[config.mk]
export PLATFORM = sky130hd
export DESIGN_NAME = iamap_engine
export DESIGN_NICKNAME = d
export VERILOG_FILES = /design/src/common/iamap_pkg.sv /design/src/hw/iamap_engine.sv
export SDC_FILE = /design/constraint.sdc
export NUM_CORES = 2
export LEC_CHECK = 0
export BUFFER_PORTS_ARGS = -buffer_cell sky130_fd_sc_hd__buf_4
export CAP_MARGIN = 20
export CORE_MARGIN = 3
export CORE_UTILIZATION = 55
export DETAILED_ROUTE_END_ITERATION = 7
export PLACE_DENSITY = 0.74
export SYNTH_ARGS = -nofsm -noshare
export SYNTH_HDL_FRONTEND = slang
export SYNTH_SLANG_ARGS = --single-unit
[constraint.sdc]
create_clock -name ref_clk -period 31.9 [get_ports ref_clk]
set_clock_uncertainty 0.15 [all_clocks]
set_input_delay 0 -clock ref_clk [delete_from_list [all_inputs] [get_ports ref_clk]]
set_output_delay 0 -clock ref_clk [all_outputs]
set_load 0.01 [all_outputs]
[src/common/iamap_pkg.sv]
package iamap_pkg;
  // ------------------------------------------------------------
  // Sizes
  // ------------------------------------------------------------
  localparam int NEP  = 4;  // Endpoint slots, IDs 0..NEP-1
  localparam int NMAP = 4;  // Mapping table entries
  // ------------------------------------------------------------
  // Register byte offsets
  // ------------------------------------------------------------
  localparam logic [7:0] A_CTRL  = 8'h00;
  localparam logic [7:0] A_STAT  = 8'h04;
  localparam logic [7:0] A_USED  = 8'h08;
  localparam logic [7:0] A_TAIL  = 8'h0C;
  localparam logic [7:0] A_FEAT  = 8'h10;
  localparam logic [7:0] A_EPPR  = 8'h14;
  localparam logic [7:0] A_EPCL  = 8'h18;
  localparam logic [7:0] A_HEAD  = 8'h1C;
  localparam logic [7:0] A_DOM   = 8'h20;
  localparam logic [7:0] A_EPID  = 8'h24;
  localparam logic [7:0] A_RSV0  = 8'h28;
  localparam logic [7:0] A_RSV1  = 8'h2C;
  localparam logic [7:0] A_VST   = 8'h30;
  localparam logic [7:0] A_VEND  = 8'h34;
  localparam logic [7:0] A_PST   = 8'h38;
  localparam logic [7:0] A_FLAGS = 8'h3C;
  localparam logic [7:0] A_LEN   = 8'h40;
  // ------------------------------------------------------------
  // Field positions and codes
  // ------------------------------------------------------------
  localparam int F_INRANGE = 0;
  localparam int F_DOMRANGE = 1;
  localparam int F_MAPUNMAP = 2;
  localparam int F_BYPASS = 3;
  localparam int F_PROBE = 4;
  localparam int F_MMIO = 5;
  localparam int MF_READ = 0;
  localparam int MF_WRITE = 1;
  localparam int MF_MMIO = 2;
  localparam logic [7:0] T_ATTACH = 8'h01;
  localparam logic [7:0] T_DETACH = 8'h02;
  localparam logic [7:0] T_MAP    = 8'h03;
  localparam logic [7:0] T_UNMAP  = 8'h04;
  localparam logic [7:0] T_PROBE  = 8'h05;
  localparam logic [7:0] S_OK     = 8'h00;
  localparam logic [7:0] S_UNSUPP = 8'h02;
  localparam logic [7:0] S_INVAL  = 8'h04;
  localparam logic [7:0] S_NOENT  = 8'h06;
  localparam logic [7:0] S_NOMEM  = 8'h08;
  localparam logic [31:0] LEN_ATT = 32'h0000_0018; // Head+16+tail
  localparam logic [31:0] LEN_MAP = 32'h0000_0028; // Head+32+tail
  localparam logic [31:0] LEN_TL  = 32'h0000_0004; // Tail only
  localparam logic [31:0] LEN_HD  = 32'h0000_0004;
  localparam logic [1:0] RESP_OK = 2'b00;
  localparam logic [1:0] RESP_DE = 2'b11;
  typedef enum logic [1:0] {
    ST_IDLE  = 2'b00,
    ST_EXEC  = 2'b01,
    ST_CLEAN = 2'b10,
    ST_DONE  = 2'b11
  } iamap_state_e;
endpackage

[src/hw/iamap_engine.sv]
// The placing of the registers and the AXI4-Lite register port were decided locally.
`timescale 1ns/1ps
// Overview of operation
// - Successful request writes OK status
// - Unknown type: no write, used zero
// - Ignore head reserved; zero tail reserved
// - Attach creates missing domain
// - Shared domains, one domain per endpoint
// - Nonzero attach reserved gives invalid status
// - Missing endpoint gives not-found status
// - Adding to occupied domain is allowed
// - Reattach acts as detach then attach
// - Incompatible endpoint class gives unsupported
// - Unrejected attach always completes
// - Detached endpoint blocked, or bypass identity
// - Empty domain deleted with its mappings
// - Detach reserved ignored; mismatch gives invalid
// - Translate PA = VA - vstart + pstart
// - Flags gate read and write access
// - MMIO flag needs feature; marks no-reorder
// - Map accepted only with map feature
// - Unparsable request returns nothing written
module iamap_engine import iamap_pkg::*; (
  // Clock and reset
  input  wire logic        ref_clk,
  input  wire logic        sys_rst,
  // AXI4-Lite write channels
  input  wire logic [7:0]  s_axi_awaddr,
  input  wire logic        s_axi_awvalid,
  output logic             s_axi_awready,
  input  wire logic [31:0] s_axi_wdata,
  input  wire logic [3:0]  s_axi_wstrb,
  input  wire logic        s_axi_wvalid,
  output logic             s_axi_wready,
  output logic [1:0]       s_axi_bresp,
  output logic             s_axi_bvalid,
  input  wire logic        s_axi_bready,
  // AXI4-Lite read channels
  input  wire logic [7:0]  s_axi_araddr,
  input  wire logic        s_axi_arvalid,
  output logic             s_axi_arready,
  output logic [31:0]      s_axi_rdata,
  output logic [1:0]       s_axi_rresp,
  output logic             s_axi_rvalid,
  input  wire logic        s_axi_rready,
  // Endpoint access lookup
  input  wire logic        xl_valid,
  input  wire logic [1:0]  xl_ep,
  input  wire logic [31:0] xl_addr,
  input  wire logic        xl_write,
  output logic             xl_done,
  output logic             xl_allow,
  output logic [31:0]      xl_pa,
  output logic             xl_mmio
);

  // ------------------------------------------------------------
  // Helpers
  // ------------------------------------------------------------
  function automatic logic [31:0] wmask(input logic [31:0] o,
      input logic [31:0] d, input logic [3:0] s);
    logic [31:0] r;
    r = o;
    for (int b = 0; b < 4; b++) begin
      if (s[b]) begin
        r[b*8 +: 8] = d[b*8 +: 8];
      end
    end
    return r;
  endfunction

  function automatic logic mapped(input logic [7:0] a);
    return (a <= A_LEN) && (a[1:0] == 2'b00);
  endfunction

  // ------------------------------------------------------------
  // State
  // ------------------------------------------------------------
  iamap_state_e st_q;
  logic        done_q, wrote_q;
  logic [7:0]  tail_q;
  logic [31:0] used_q;
  logic [31:0] feat_q, eppr_q, epcl_q, head_q, dom_q, epid_q;
  logic [31:0] rsv0_q, rsv1_q, vst_q, vend_q, pst_q, flags_q, len_q;
  logic        ep_att_q [NEP];
  logic [31:0] ep_dom_q [NEP];
  logic        mp_v_q   [NMAP];
  logic [31:0] mp_dom_q [NMAP];
  logic [31:0] mp_vs_q  [NMAP];
  logic [31:0] mp_ve_q  [NMAP];
  logic [31:0] mp_ps_q  [NMAP];
  logic [2:0]  mp_fl_q  [NMAP];
  logic        aw_h_q, w_h_q;
  logic [7:0]  aw_a_q;
  logic [31:0] w_d_q;
  logic [3:0]  w_s_q;
  logic        busy;
  logic        wr_do;
  logic        go;

  assign busy = (st_q != ST_IDLE);

  // ------------------------------------------------------------
  // AXI4-Lite slave
  // ------------------------------------------------------------
  // Address and data are caught in either order; answer after both
  assign s_axi_awready = !aw_h_q && !s_axi_bvalid;
  assign s_axi_wready  = !w_h_q && !s_axi_bvalid;
  assign s_axi_arready = !s_axi_rvalid;
  assign wr_do = aw_h_q && w_h_q && !s_axi_bvalid;
  assign go = wr_do && (aw_a_q == A_CTRL) && w_s_q[0] && w_d_q[0] &&
              !busy;

  always_ff @(posedge ref_clk or posedge sys_rst) begin
    if (sys_rst) begin
      aw_h_q <= 1'b0;
      w_h_q  <= 1'b0;
      aw_a_q <= 8'h00;
      w_d_q  <= 32'h0000_0000;
      w_s_q  <= 4'h0;
      s_axi_bvalid <= 1'b0;
      s_axi_bresp  <= RESP_OK;
    end else begin
      if (s_axi_awvalid && s_axi_awready) begin
        aw_h_q <= 1'b1;
        aw_a_q <= s_axi_awaddr;
      end
      if (s_axi_wvalid && s_axi_wready) begin
        w_h_q <= 1'b1;
        w_d_q <= s_axi_wdata;
        w_s_q <= s_axi_wstrb;
      end
      if (wr_do) begin
        aw_h_q <= 1'b0;
        w_h_q  <= 1'b0;
        s_axi_bvalid <= 1'b1;
        s_axi_bresp  <= mapped(aw_a_q) ? RESP_OK : RESP_DE;
      end else if (s_axi_bvalid && s_axi_bready) begin
        s_axi_bvalid <= 1'b0;
      end
    end
  end

  // Request fields are frozen while a request is in flight
  always_ff @(posedge ref_clk or posedge sys_rst) begin
    if (sys_rst) begin
      feat_q <= 32'h0000_0000;
      eppr_q <= 32'h0000_0000;
      epcl_q <= 32'h0000_0000;
      head_q <= 32'h0000_0000;
      dom_q  <= 32'h0000_0000;
      epid_q <= 32'h0000_0000;
      rsv0_q <= 32'h0000_0000;
      rsv1_q <= 32'h0000_0000;
      vst_q  <= 32'h0000_0000;
      vend_q <= 32'h0000_0000;
      pst_q  <= 32'h0000_0000;
      flags_q <= 32'h0000_0000;
      len_q  <= 32'h0000_0000;
    end else if (wr_do && !busy) begin
      case (aw_a_q)
        A_FEAT:  feat_q  <= wmask(feat_q, w_d_q, w_s_q);
        A_EPPR:  eppr_q  <= wmask(eppr_q, w_d_q, w_s_q);
        A_EPCL:  epcl_q  <= wmask(epcl_q, w_d_q, w_s_q);
        A_HEAD:  head_q  <= wmask(head_q, w_d_q, w_s_q);
        A_DOM:   dom_q   <= wmask(dom_q, w_d_q, w_s_q);
        A_EPID:  epid_q  <= wmask(epid_q, w_d_q, w_s_q);
        A_RSV0:  rsv0_q  <= wmask(rsv0_q, w_d_q, w_s_q);
        A_RSV1:  rsv1_q  <= wmask(rsv1_q, w_d_q, w_s_q);
        A_VST:   vst_q   <= wmask(vst_q, w_d_q, w_s_q);
        A_VEND:  vend_q  <= wmask(vend_q, w_d_q, w_s_q);
        A_PST:   pst_q   <= wmask(pst_q, w_d_q, w_s_q);
        A_FLAGS: flags_q <= wmask(flags_q, w_d_q, w_s_q);
        A_LEN:   len_q   <= wmask(len_q, w_d_q, w_s_q);
        default: ;
      endcase
    end
  end

  // Read data is registered; unmapped offsets answer DECERR
  always_ff @(posedge ref_clk or posedge sys_rst) begin
    if (sys_rst) begin
      s_axi_rvalid <= 1'b0;
      s_axi_rdata  <= 32'h0000_0000;
      s_axi_rresp  <= RESP_OK;
    end else if (s_axi_arvalid && s_axi_arready) begin
      s_axi_rvalid <= 1'b1;
      s_axi_rresp  <= mapped(s_axi_araddr) ? RESP_OK : RESP_DE;
      case (s_axi_araddr)
        A_STAT:  s_axi_rdata <= {29'h0, wrote_q, done_q, busy};
        A_USED:  s_axi_rdata <= used_q;
        A_TAIL:  s_axi_rdata <= {24'h00_0000, tail_q};
        A_FEAT:  s_axi_rdata <= feat_q;
        A_EPPR:  s_axi_rdata <= eppr_q;
        A_EPCL:  s_axi_rdata <= epcl_q;
        default: s_axi_rdata <= 32'h0000_0000;
      endcase
    end else if (s_axi_rvalid && s_axi_rready) begin
      s_axi_rvalid <= 1'b0;
    end
  end

  // ------------------------------------------------------------
  // Request decode
  // ------------------------------------------------------------
  logic [1:0]  ix;
  logic        ep_ok, oth, compat, free_ok;
  logic [1:0]  free_ix;
  logic        do_att, do_det, do_map, parsed, known;
  logic [7:0]  stat;

  assign ix = epid_q[1:0];

  always_comb begin
    ep_ok   = (epid_q < NEP) && eppr_q[ix];
    oth     = 1'b0;
    compat  = 1'b1;
    free_ok = 1'b0;
    free_ix = 2'd0;
    for (int j = 0; j < NEP; j++) begin
      if (j != ix && ep_att_q[j] && ep_dom_q[j] == dom_q) begin
        oth = 1'b1;
        if (epcl_q[j] != epcl_q[ix]) begin
          compat = 1'b0;
        end
      end
    end
    for (int i = NMAP - 1; i >= 0; i--) begin
      if (!mp_v_q[i]) begin
        free_ok = 1'b1;
        free_ix = i[1:0];
      end
    end
  end

  // Head reserved bytes are never looked at; only the type byte
  always_comb begin
    do_att = 1'b0;
    do_det = 1'b0;
    do_map = 1'b0;
    stat   = S_OK;
    known  = 1'b1;
    parsed = 1'b1;
    case (head_q[7:0])
      T_ATTACH: begin
        parsed = (len_q >= LEN_ATT);
        if ((rsv0_q | rsv1_q) != 32'h0000_0000) begin
          stat = S_INVAL;
        end else if (!ep_ok) begin
          stat = S_NOENT;
        end else if (oth && !compat) begin
          stat = S_UNSUPP;
        end else begin
          do_att = 1'b1;
        end
      end
      T_DETACH: begin
        parsed = (len_q >= LEN_ATT);
        if (!ep_ok) begin
          stat = S_NOENT;
        end else if (!ep_att_q[ix] || ep_dom_q[ix] != dom_q) begin
          stat = S_INVAL;
        end else begin
          do_det = 1'b1;
        end
      end
      T_MAP: begin
        parsed = (len_q >= LEN_MAP);
        if (!feat_q[F_MAPUNMAP]) begin
          stat = S_UNSUPP;
        end else if (flags_q[MF_MMIO] && !feat_q[F_MMIO]) begin
          stat = S_INVAL;
        end else if (!free_ok) begin
          stat = S_NOMEM;
        end else begin
          do_map = 1'b1;
        end
      end
      T_UNMAP, T_PROBE: begin
        parsed = (len_q >= LEN_HD + LEN_TL);
        stat = S_UNSUPP;
      end
      default: begin
        known = 1'b0;
      end
    endcase
  end

  // ------------------------------------------------------------
  // Sequencer
  // ------------------------------------------------------------
  // Completion is flagged one state after the tables settle
  always_ff @(posedge ref_clk or posedge sys_rst) begin
    if (sys_rst) begin
      st_q <= ST_IDLE;
    end else begin
      case (st_q)
        ST_IDLE:  st_q <= go ? ST_EXEC : ST_IDLE;
        ST_EXEC:  st_q <= ST_CLEAN;
        ST_CLEAN: st_q <= ST_DONE;
        ST_DONE:  st_q <= ST_IDLE;
        default:  st_q <= ST_IDLE;
      endcase
    end
  end

  // Outcome: unparsable or unknown requests leave the tail alone
  always_ff @(posedge ref_clk or posedge sys_rst) begin
    if (sys_rst) begin
      done_q  <= 1'b0;
      wrote_q <= 1'b0;
      tail_q  <= 8'h00;
      used_q  <= 32'h0000_0000;
    end else if (st_q == ST_EXEC) begin
      if (!known || !parsed) begin
        wrote_q <= 1'b0;
        used_q  <= 32'h0000_0000;
      end else begin
        wrote_q <= 1'b1;
        tail_q  <= stat;
        used_q  <= LEN_TL;
      end
    end else if (st_q == ST_DONE) begin
      done_q <= 1'b1;
    end else if (go) begin
      done_q <= 1'b0;
    end
  end

  // Endpoint table; an endpoint holds one domain at a time
  always_ff @(posedge ref_clk or posedge sys_rst) begin
    if (sys_rst) begin
      for (int j = 0; j < NEP; j++) begin
        ep_att_q[j] <= 1'b0;
        ep_dom_q[j] <= 32'h0000_0000;
      end
    end else if (st_q == ST_EXEC && known && parsed) begin
      if (do_att) begin
        ep_att_q[ix] <= 1'b1;
        ep_dom_q[ix] <= dom_q;
      end else if (do_det) begin
        ep_att_q[ix] <= 1'b0;
      end
    end
  end

  // Mapping table; a domain with no member loses all mappings
  always_ff @(posedge ref_clk or posedge sys_rst) begin
    if (sys_rst) begin
      for (int i = 0; i < NMAP; i++) begin
        mp_v_q[i]   <= 1'b0;
        mp_dom_q[i] <= 32'h0000_0000;
        mp_vs_q[i]  <= 32'h0000_0000;
        mp_ve_q[i]  <= 32'h0000_0000;
        mp_ps_q[i]  <= 32'h0000_0000;
        mp_fl_q[i]  <= 3'b000;
      end
    end else if (st_q == ST_EXEC && known && parsed && do_map) begin
      mp_v_q[free_ix]   <= 1'b1;
      mp_dom_q[free_ix] <= dom_q;
      mp_vs_q[free_ix]  <= vst_q;
      mp_ve_q[free_ix]  <= vend_q;
      mp_ps_q[free_ix]  <= pst_q;
      mp_fl_q[free_ix]  <= flags_q[2:0];
    end else if (st_q == ST_CLEAN) begin
      for (int i = 0; i < NMAP; i++) begin
        logic live;
        live = 1'b0;
        for (int j = 0; j < NEP; j++) begin
          if (ep_att_q[j] && ep_dom_q[j] == mp_dom_q[i]) begin
            live = 1'b1;
          end
        end
        if (!live) begin
          mp_v_q[i] <= 1'b0;
        end
      end
    end
  end

  // ------------------------------------------------------------
  // Access lookup
  // ------------------------------------------------------------
  // One lookup per cycle, answered at the next edge
  logic        hit, perm, hmmio;
  logic [31:0] hpa;

  always_comb begin
    hit   = 1'b0;
    perm  = 1'b0;
    hmmio = 1'b0;
    hpa   = 32'h0000_0000;
    for (int i = NMAP - 1; i >= 0; i--) begin
      if (mp_v_q[i] && mp_dom_q[i] == ep_dom_q[xl_ep] &&
          xl_addr >= mp_vs_q[i] && xl_addr <= mp_ve_q[i]) begin
        hit   = 1'b1;
        perm  = xl_write ? mp_fl_q[i][MF_WRITE]
                         : mp_fl_q[i][MF_READ];
        hmmio = mp_fl_q[i][MF_MMIO];
        hpa   = xl_addr - mp_vs_q[i] + mp_ps_q[i];
      end
    end
  end

  always_ff @(posedge ref_clk or posedge sys_rst) begin
    if (sys_rst) begin
      xl_done  <= 1'b0;
      xl_allow <= 1'b0;
      xl_pa    <= 32'h0000_0000;
      xl_mmio  <= 1'b0;
    end else begin
      xl_done <= xl_valid;
      if (!xl_valid) begin
        xl_allow <= 1'b0;
        xl_mmio  <= 1'b0;
      end else if (!eppr_q[xl_ep]) begin
        xl_allow <= 1'b0;
        xl_mmio  <= 1'b0;
      end else if (!ep_att_q[xl_ep]) begin
        xl_allow <= feat_q[F_BYPASS];
        xl_pa    <= xl_addr;
        xl_mmio  <= 1'b0;
      end else begin
        xl_allow <= hit && perm;
        xl_pa    <= hpa;
        xl_mmio  <= hit && hmmio;
      end
    end
  end

endmodule

* After elaboration in Yosys (flattened, before gate mapping)
Index checks and enable logic that the tools add are counted. Widths: inputs -> output; s select.
Word-level totals: register bits 1186, bits of input ports 95, word-level logic and storage cells 497
Operators by class: $add $sub $neg 8, order comparisons 21, equality and inequality tests 63, muxes and demuxes 152, bitwise gates (word level) 10, reduce and logical (&&, ||, !) cells 146
Operators by type and width (count):
- $eq 32x32->1 | 24
- $bwmux 128 | 5
- $mux 32 | 11
- $pmux 32 s6 | 1
- $reduce_and 3->1 | 46
- $add 32x32->32 | 4
- $bmux 32 s2 | 2
- $demux 32 s2 | 2
- $ge 32x32->1 | 4
- $le 32x32->1 | 4
- $sub 32x32->32 | 4
- $mux 1 | 99
- $eq 8x6->1 const B | 8
- $logic_and 1x1->1 | 62
- $eq 8x5->1 const B | 7
- $ge 32x4->1 const B | 1
- $ge 32x5->1 const B | 1
- $ge 32x6->1 const B | 1
- $lt 32x3->1 const B | 1
- $ne 32x32->1 | 1
- $or 32x32->32 | 1
- $reduce_bool 32->1 | 1
- $mux 4 | 7
- $eq 8x3->1 const B | 3
- other kinds (36) | 100

* Depth between registers and ports, before layout
depth in word-level cells 19, depth in mapped cells 18, mapped depth without buffers 18

* Worst setup path before layout
No wires, ideal clock.
path kind reg2reg, start register mp_vs_q[1] (netlist name), end register xl_pa[30], data arrival time 3637 ps, path slack 27987 ps, stages on the path, launching flop included 16, clock period less this slack 3913 ps, path through dfrtp_1 -> fa_1 -> inv_1 -> fa_1 -> a211oi_1 -> o211ai_1 -> nand2_1 -> o211ai_1 -> a221oi_1 -> o21bai_1 -> a21oi_1 -> o21ai_0 -> a31oi_1 -> xnor2_1 -> a221oi_1 -> o21ai_1
Between the ends: cells in the longest elaborated chain, start to end 8
Ends and longest elaborated chain:
- start: declaration | RTL line iamap_engine.sv:89 | logic [31:0] mp_vs_q [NMAP];
- start signal: indexed assignment | RTL line iamap_engine.sv:361 | mp_vs_q[free_ix] <= vst_q;
- branches (longest 3 deep; another with $sub 32x32->32)
- $mux 32 (*) (4 in series) | RTL line iamap_engine.sv:394 | if (mp_v_q[i] && mp_dom_q[i] == ep_dom_q[xl_ep] &&
- $mux 32 (*) | RTL line iamap_engine.sv:419 | end else if (!ep_att_q[xl_ep]) begin
- end signal: assignment | RTL line iamap_engine.sv:421 | xl_pa <= xl_addr;
- end signal: assignment | RTL line iamap_engine.sv:425 | xl_pa <= hpa;
- end: declaration | RTL line iamap_engine.sv:53 | output logic [31:0] xl_pa,
Every way passes the cells marked *. A chain may end at the register's enable or synchronous reset.

* Worst setup path after layout
start register head_q[4], end register mp_dom_q[124] (netlist name)
Between the ends: cells in the longest elaborated chain, start to end 6
Ends and longest elaborated chain:
- start: declaration | RTL line iamap_engine.sv:83 | logic [31:0] feat_q, eppr_q, epcl_q, head_q, dom_q, epid_q;
- start signal: assignment | RTL line iamap_engine.sv:165 | A_HEAD: head_q <= wmask(head_q, w_d_q, w_s_q);
- $eq 8x2->1 (tied with other cells) | RTL line iamap_engine.sv:244 | case (head_q[7:0])
- $reduce_or 5->1 (no line)
- $mux 1 | RTL line iamap_engine.sv:244
- $logic_and 1x1->1 (2 in series) | RTL line iamap_engine.sv:358 | end else if (st_q == ST_EXEC && known && parsed && do_map) begin
- $logic_and 1x1->1 (*) | RTL line iamap_engine.sv:358
- end signal: indexed assignment | RTL line iamap_engine.sv:360 | mp_dom_q[free_ix] <= dom_q;
- end: declaration | RTL line iamap_engine.sv:88 | logic [31:0] mp_dom_q [NMAP];
Every way passes the cells marked *; elsewhere a longest branch is shown, timed or not.

==> impl_metrics.json <==
{
  "status": "complete, no violations",
  "synth_top_area_cell": "dfrtp_1",
  "die_w_um": 371,
  "fp-row-count": 133,
  "reg2reg_from": "head_q[4]$_DFFE_PP0P_",
  "min_period_ns": 5.77,
  "multi_input_area_um2": 39800,
  "ys_ff_latch": 1144,
  "maxSlewViolCount": 0,
  "grt_max_degree": 204,
  "setup_tns_ns": 0,
  "post_cts_resized": 0,
  "synth-seq-area-share_pct": 39.2,
  "irDropWorstVdd_uv": 74.0,
  "first_pass_iters": 7,
  "place_area_um2": 75900,
  "rsz0062_at_grt": "no",
  "dp_cells": 8752,
  "required_ns": 32.39,
  "syn_area_um2": 73100,
  "hold_start": "xl_addr[20]",
  "syn_nets": 7809,
  "critPathKind": "register to register",
  "post-synth-top-area-fraction_pct": 39.2,
  "syn_to_final_growth_pct": 12.8,
  "maxCapViolations": 0,
  "antenna_found_initial": 47,
  "endpoint_kind": "register",
  "stdcell_area_um2": 82500,
  "grt_pass1_wl_um": 469000,
  "drc_errors": 0,
  "final-seq-area_um2": 28600,
  "drtAntennaViolNets": 0,
  "vias_per_cell": 6.79,
  "setup_viol": 0,
  "vias": 62552,
  "synth.most_common_cell": "dfrtp_1",
  "synth-edff-count": 0,
  "leakagePower_nw": 39.1,
  "grt-ovfl-total": 0,
  "grt_pass1_vias": 60906,
  "fin_cells": 9216,
  "drt-total-wl_um": 343000,
  "die_h_um": 371,
  "r2r-end": "mp_dom_q[124]$_DFFE_PP0P_",
  "max_slew.worst_pin.slew_ns": 1.40,
  "worstPathArrival_ns": 6.26,
  "final_util_pct": 62.6,
  "hold_viol_final": 0,
  "critPathLaunchType": "register",
  "root_buffer": "clkbuf_16",
  "io_buffers": 170,
  "drive_gt1_share_pct": 19.6,
  "fin_nets": 7933,
  "dp_hpwl_um": 242000,
  "clockBufferDepth": 3,
  "hold_path_depth": 4,
  "num-fill-cells": 10130,
  "initial_core_util_pct": 55.5,
  "reg2reg_depth": 13,
  "yosysWarnings": 0,
  "coreArea_um2": 132000,
  "drt_iter0_markers": 9196,
  "clk_latency_ns": 0.82,
  "post-route-period-util_pct": 18.1,
  "synth_area_leaders": "dfrtp_1 39%, mux2_2 12%, xnor2_1 7.5%, ha_1 6.7%, inv_1 3.5%",
  "numCtsBuffers": 131,
  "die_area_um2": 137000,
  "synth.top_cells.by_count": "1144 x dfrtp_1, 793 x mux2_2, 691 x inv_1, 625 x xnor2_1, 533 x nand2_1",
  "gp_congestion": 1.16,
  "worst_slack_ns": 26.13,
  "cts_htree_levels": 4,
  "max_freq_mhz": 173,
  "rrSetupSlack_ns": 26.13,
  "ios": 171,
  "cts_tree": "built",
  "clk_pin_slew_ns": 0.06,
  "hold_path_end": "xl_pa[20]$_DFFE_PP0P_",
  "ys.flop_type": "dfrtp_1",
  "wl_per_cell_um": 37.2,
  "track_usage_pct": 48.8,
  "worstPathMaxFanout": 95,
  "async_flop_share_pct": 100,
  "postSynthAreaPerCell_um2": 10.1,
  "synth_cells": 7201,
  "power.density_nw_per_um2": 51.5,
  "ys_types": 93,
  "hp-class": "input pin to register",
  "place_ws_ns": 26.51,
  "clkSinkCount": 1144,
  "relSlewSlack_pct": 6.68
}
## layout make-up
class	count	share of cell area, %
antenna	34	0.103
clock buffer	179	4.47
clock inverter	56	0.961
inverter	693	3.16
multi-input combinational	4810	48.2
sequential	1144	34.7
tap	1755	2.66
timing repair buffer	545	5.68
## layout by cell type (no fill, tap or decap), drive strengths merged, types with 13 or more instances in the layout
cell type / synthesis / layout
dfrtp: 1144 / 1144
mux2: 793 / 793
inv: 693 / 699
xnor2: 625 / 625
nand2: 533 / 533
o21ai: 484 / 484
ha: 389 / 389
buf: 123 / 357
xor2: 279 / 279
a21oi: 241 / 241
nand4: 197 / 197
dlygate4sd3: 0 / 188
clkbuf: 431 / 179
nor2: 164 / 164
nor4: 133 / 133
fa: 124 / 124
mux2i: 91 / 91
a21o: 89 / 89
nand3: 80 / 80
nor3: 66 / 66
mux4: 51 / 51
clkinv: 0 / 37
a211oi: 36 / 36
a22o: 35 / 35
diode: 0 / 34
a31oi: 32 / 32
o211ai: 30 / 30
and3: 25 / 25
nor2b: 25 / 25
nand2b: 23 / 23
o21a: 20 / 20
a221oi: 18 / 18
o21bai: 18 / 18
o31ai: 13 / 13
a311oi: 13 / 13
or3: 13 / 13
## worst max-delay path, cell delays in order, from the launching register on
cell	delay [ns]
dfrtp_1	0.40
nor3_1	0.22
nand2_1	0.18
nor3_1	0.33
and3_1	0.20
o21ai_0	0.07
a2111oi_0	0.44
a31oi_1	0.12
nor2b_1	0.47
nand2_1	0.32
nor2_4	0.44
buf_4	0.75
buf_4	0.94
mux2_2	0.42
## report_power, final
part,internal (W),switching (W)
Clock,0.000899,0.000702
Sequential,0.00154,0.000280
Combinational,0.000325,0.000500
## stage by stage
stage,power (W),hold slack [ns]
5_1_grt,0.00431,0.0608
6_report,0.00424,0.0817
3_3_place_gp,0.00246,0.0255
3_5_place_dp,0.00248,0.0312
4_1_cts,0.00410,0.0168
2_1_floorplan,0.00207,-0.119
## cell families after synthesis
group	share of synthesized area [%]
flip-flops	39.2
XOR/XNOR	10.8
multiplexers	15.1
AO/OA/AOI/OAI	9.50
adder cells (fa/ha/maj)	10.1
buffers and inverters	6.54
AND/OR/NAND/NOR	8.84
## what timing repair did
| item | 4_1_cts | 5_1_grt |
|---|---|---|
| hold buffers | 188 | 0 |
| endpoints found under the hold margin | 214 | 0 |
| buffers inserted | 0 | 0 |
## metal layers
metal,vias to the layer above,wire length [µm],track usage [%],part of all wire (%)
met3,1260,50700,20.5,15
met4,30,24600,27.9,7.2
met5,-,258,0,0.075
met2,4936,137000,67.0,40
met1,31456,131000,64.5,38
li1,24870,-,-,-
## state kept, by name, summed over array words and instances (netlist names), 32 cells and up, named ones only
name         count
ep_dom_q       128
mp_dom_q       128
mp_ps_q        128
mp_ve_q        128
mp_vs_q        128
dom_q           32
epcl_q          32
epid_q          32
eppr_q          32
feat_q          32
pst_q           32
rsv0_q          32
rsv1_q          32
s_axi_rdata     32
vend_q          32
vst_q           32
w_d_q           32
xl_pa           32
## how the worst max path moves through the flow
stage                          startpoint                    endpoint  slack [ns]  depth (start not counted)
finish              head_q[4]$_DFFE_PP0P_   mp_dom_q[124]$_DFFE_PP0P_       26.13                         13
global route        head_q[3]$_DFFE_PP0P_   mp_dom_q[104]$_DFFE_PP0P_       25.94                         13
CTS                 head_q[3]$_DFFE_PP0P_   mp_dom_q[124]$_DFFE_PP0P_       26.45                         13
detailed placement               xl_ep[1]        xl_pa[1]$_DFFE_PP0P_       26.51                         14
global placement                 xl_ep[1]        xl_pa[1]$_DFFE_PP0P_       26.55                         14
floorplan                         sys_rst  asynchronous set/reset pin       15.96                          1
No activity file was read; power rests on OpenSTA's default activity.
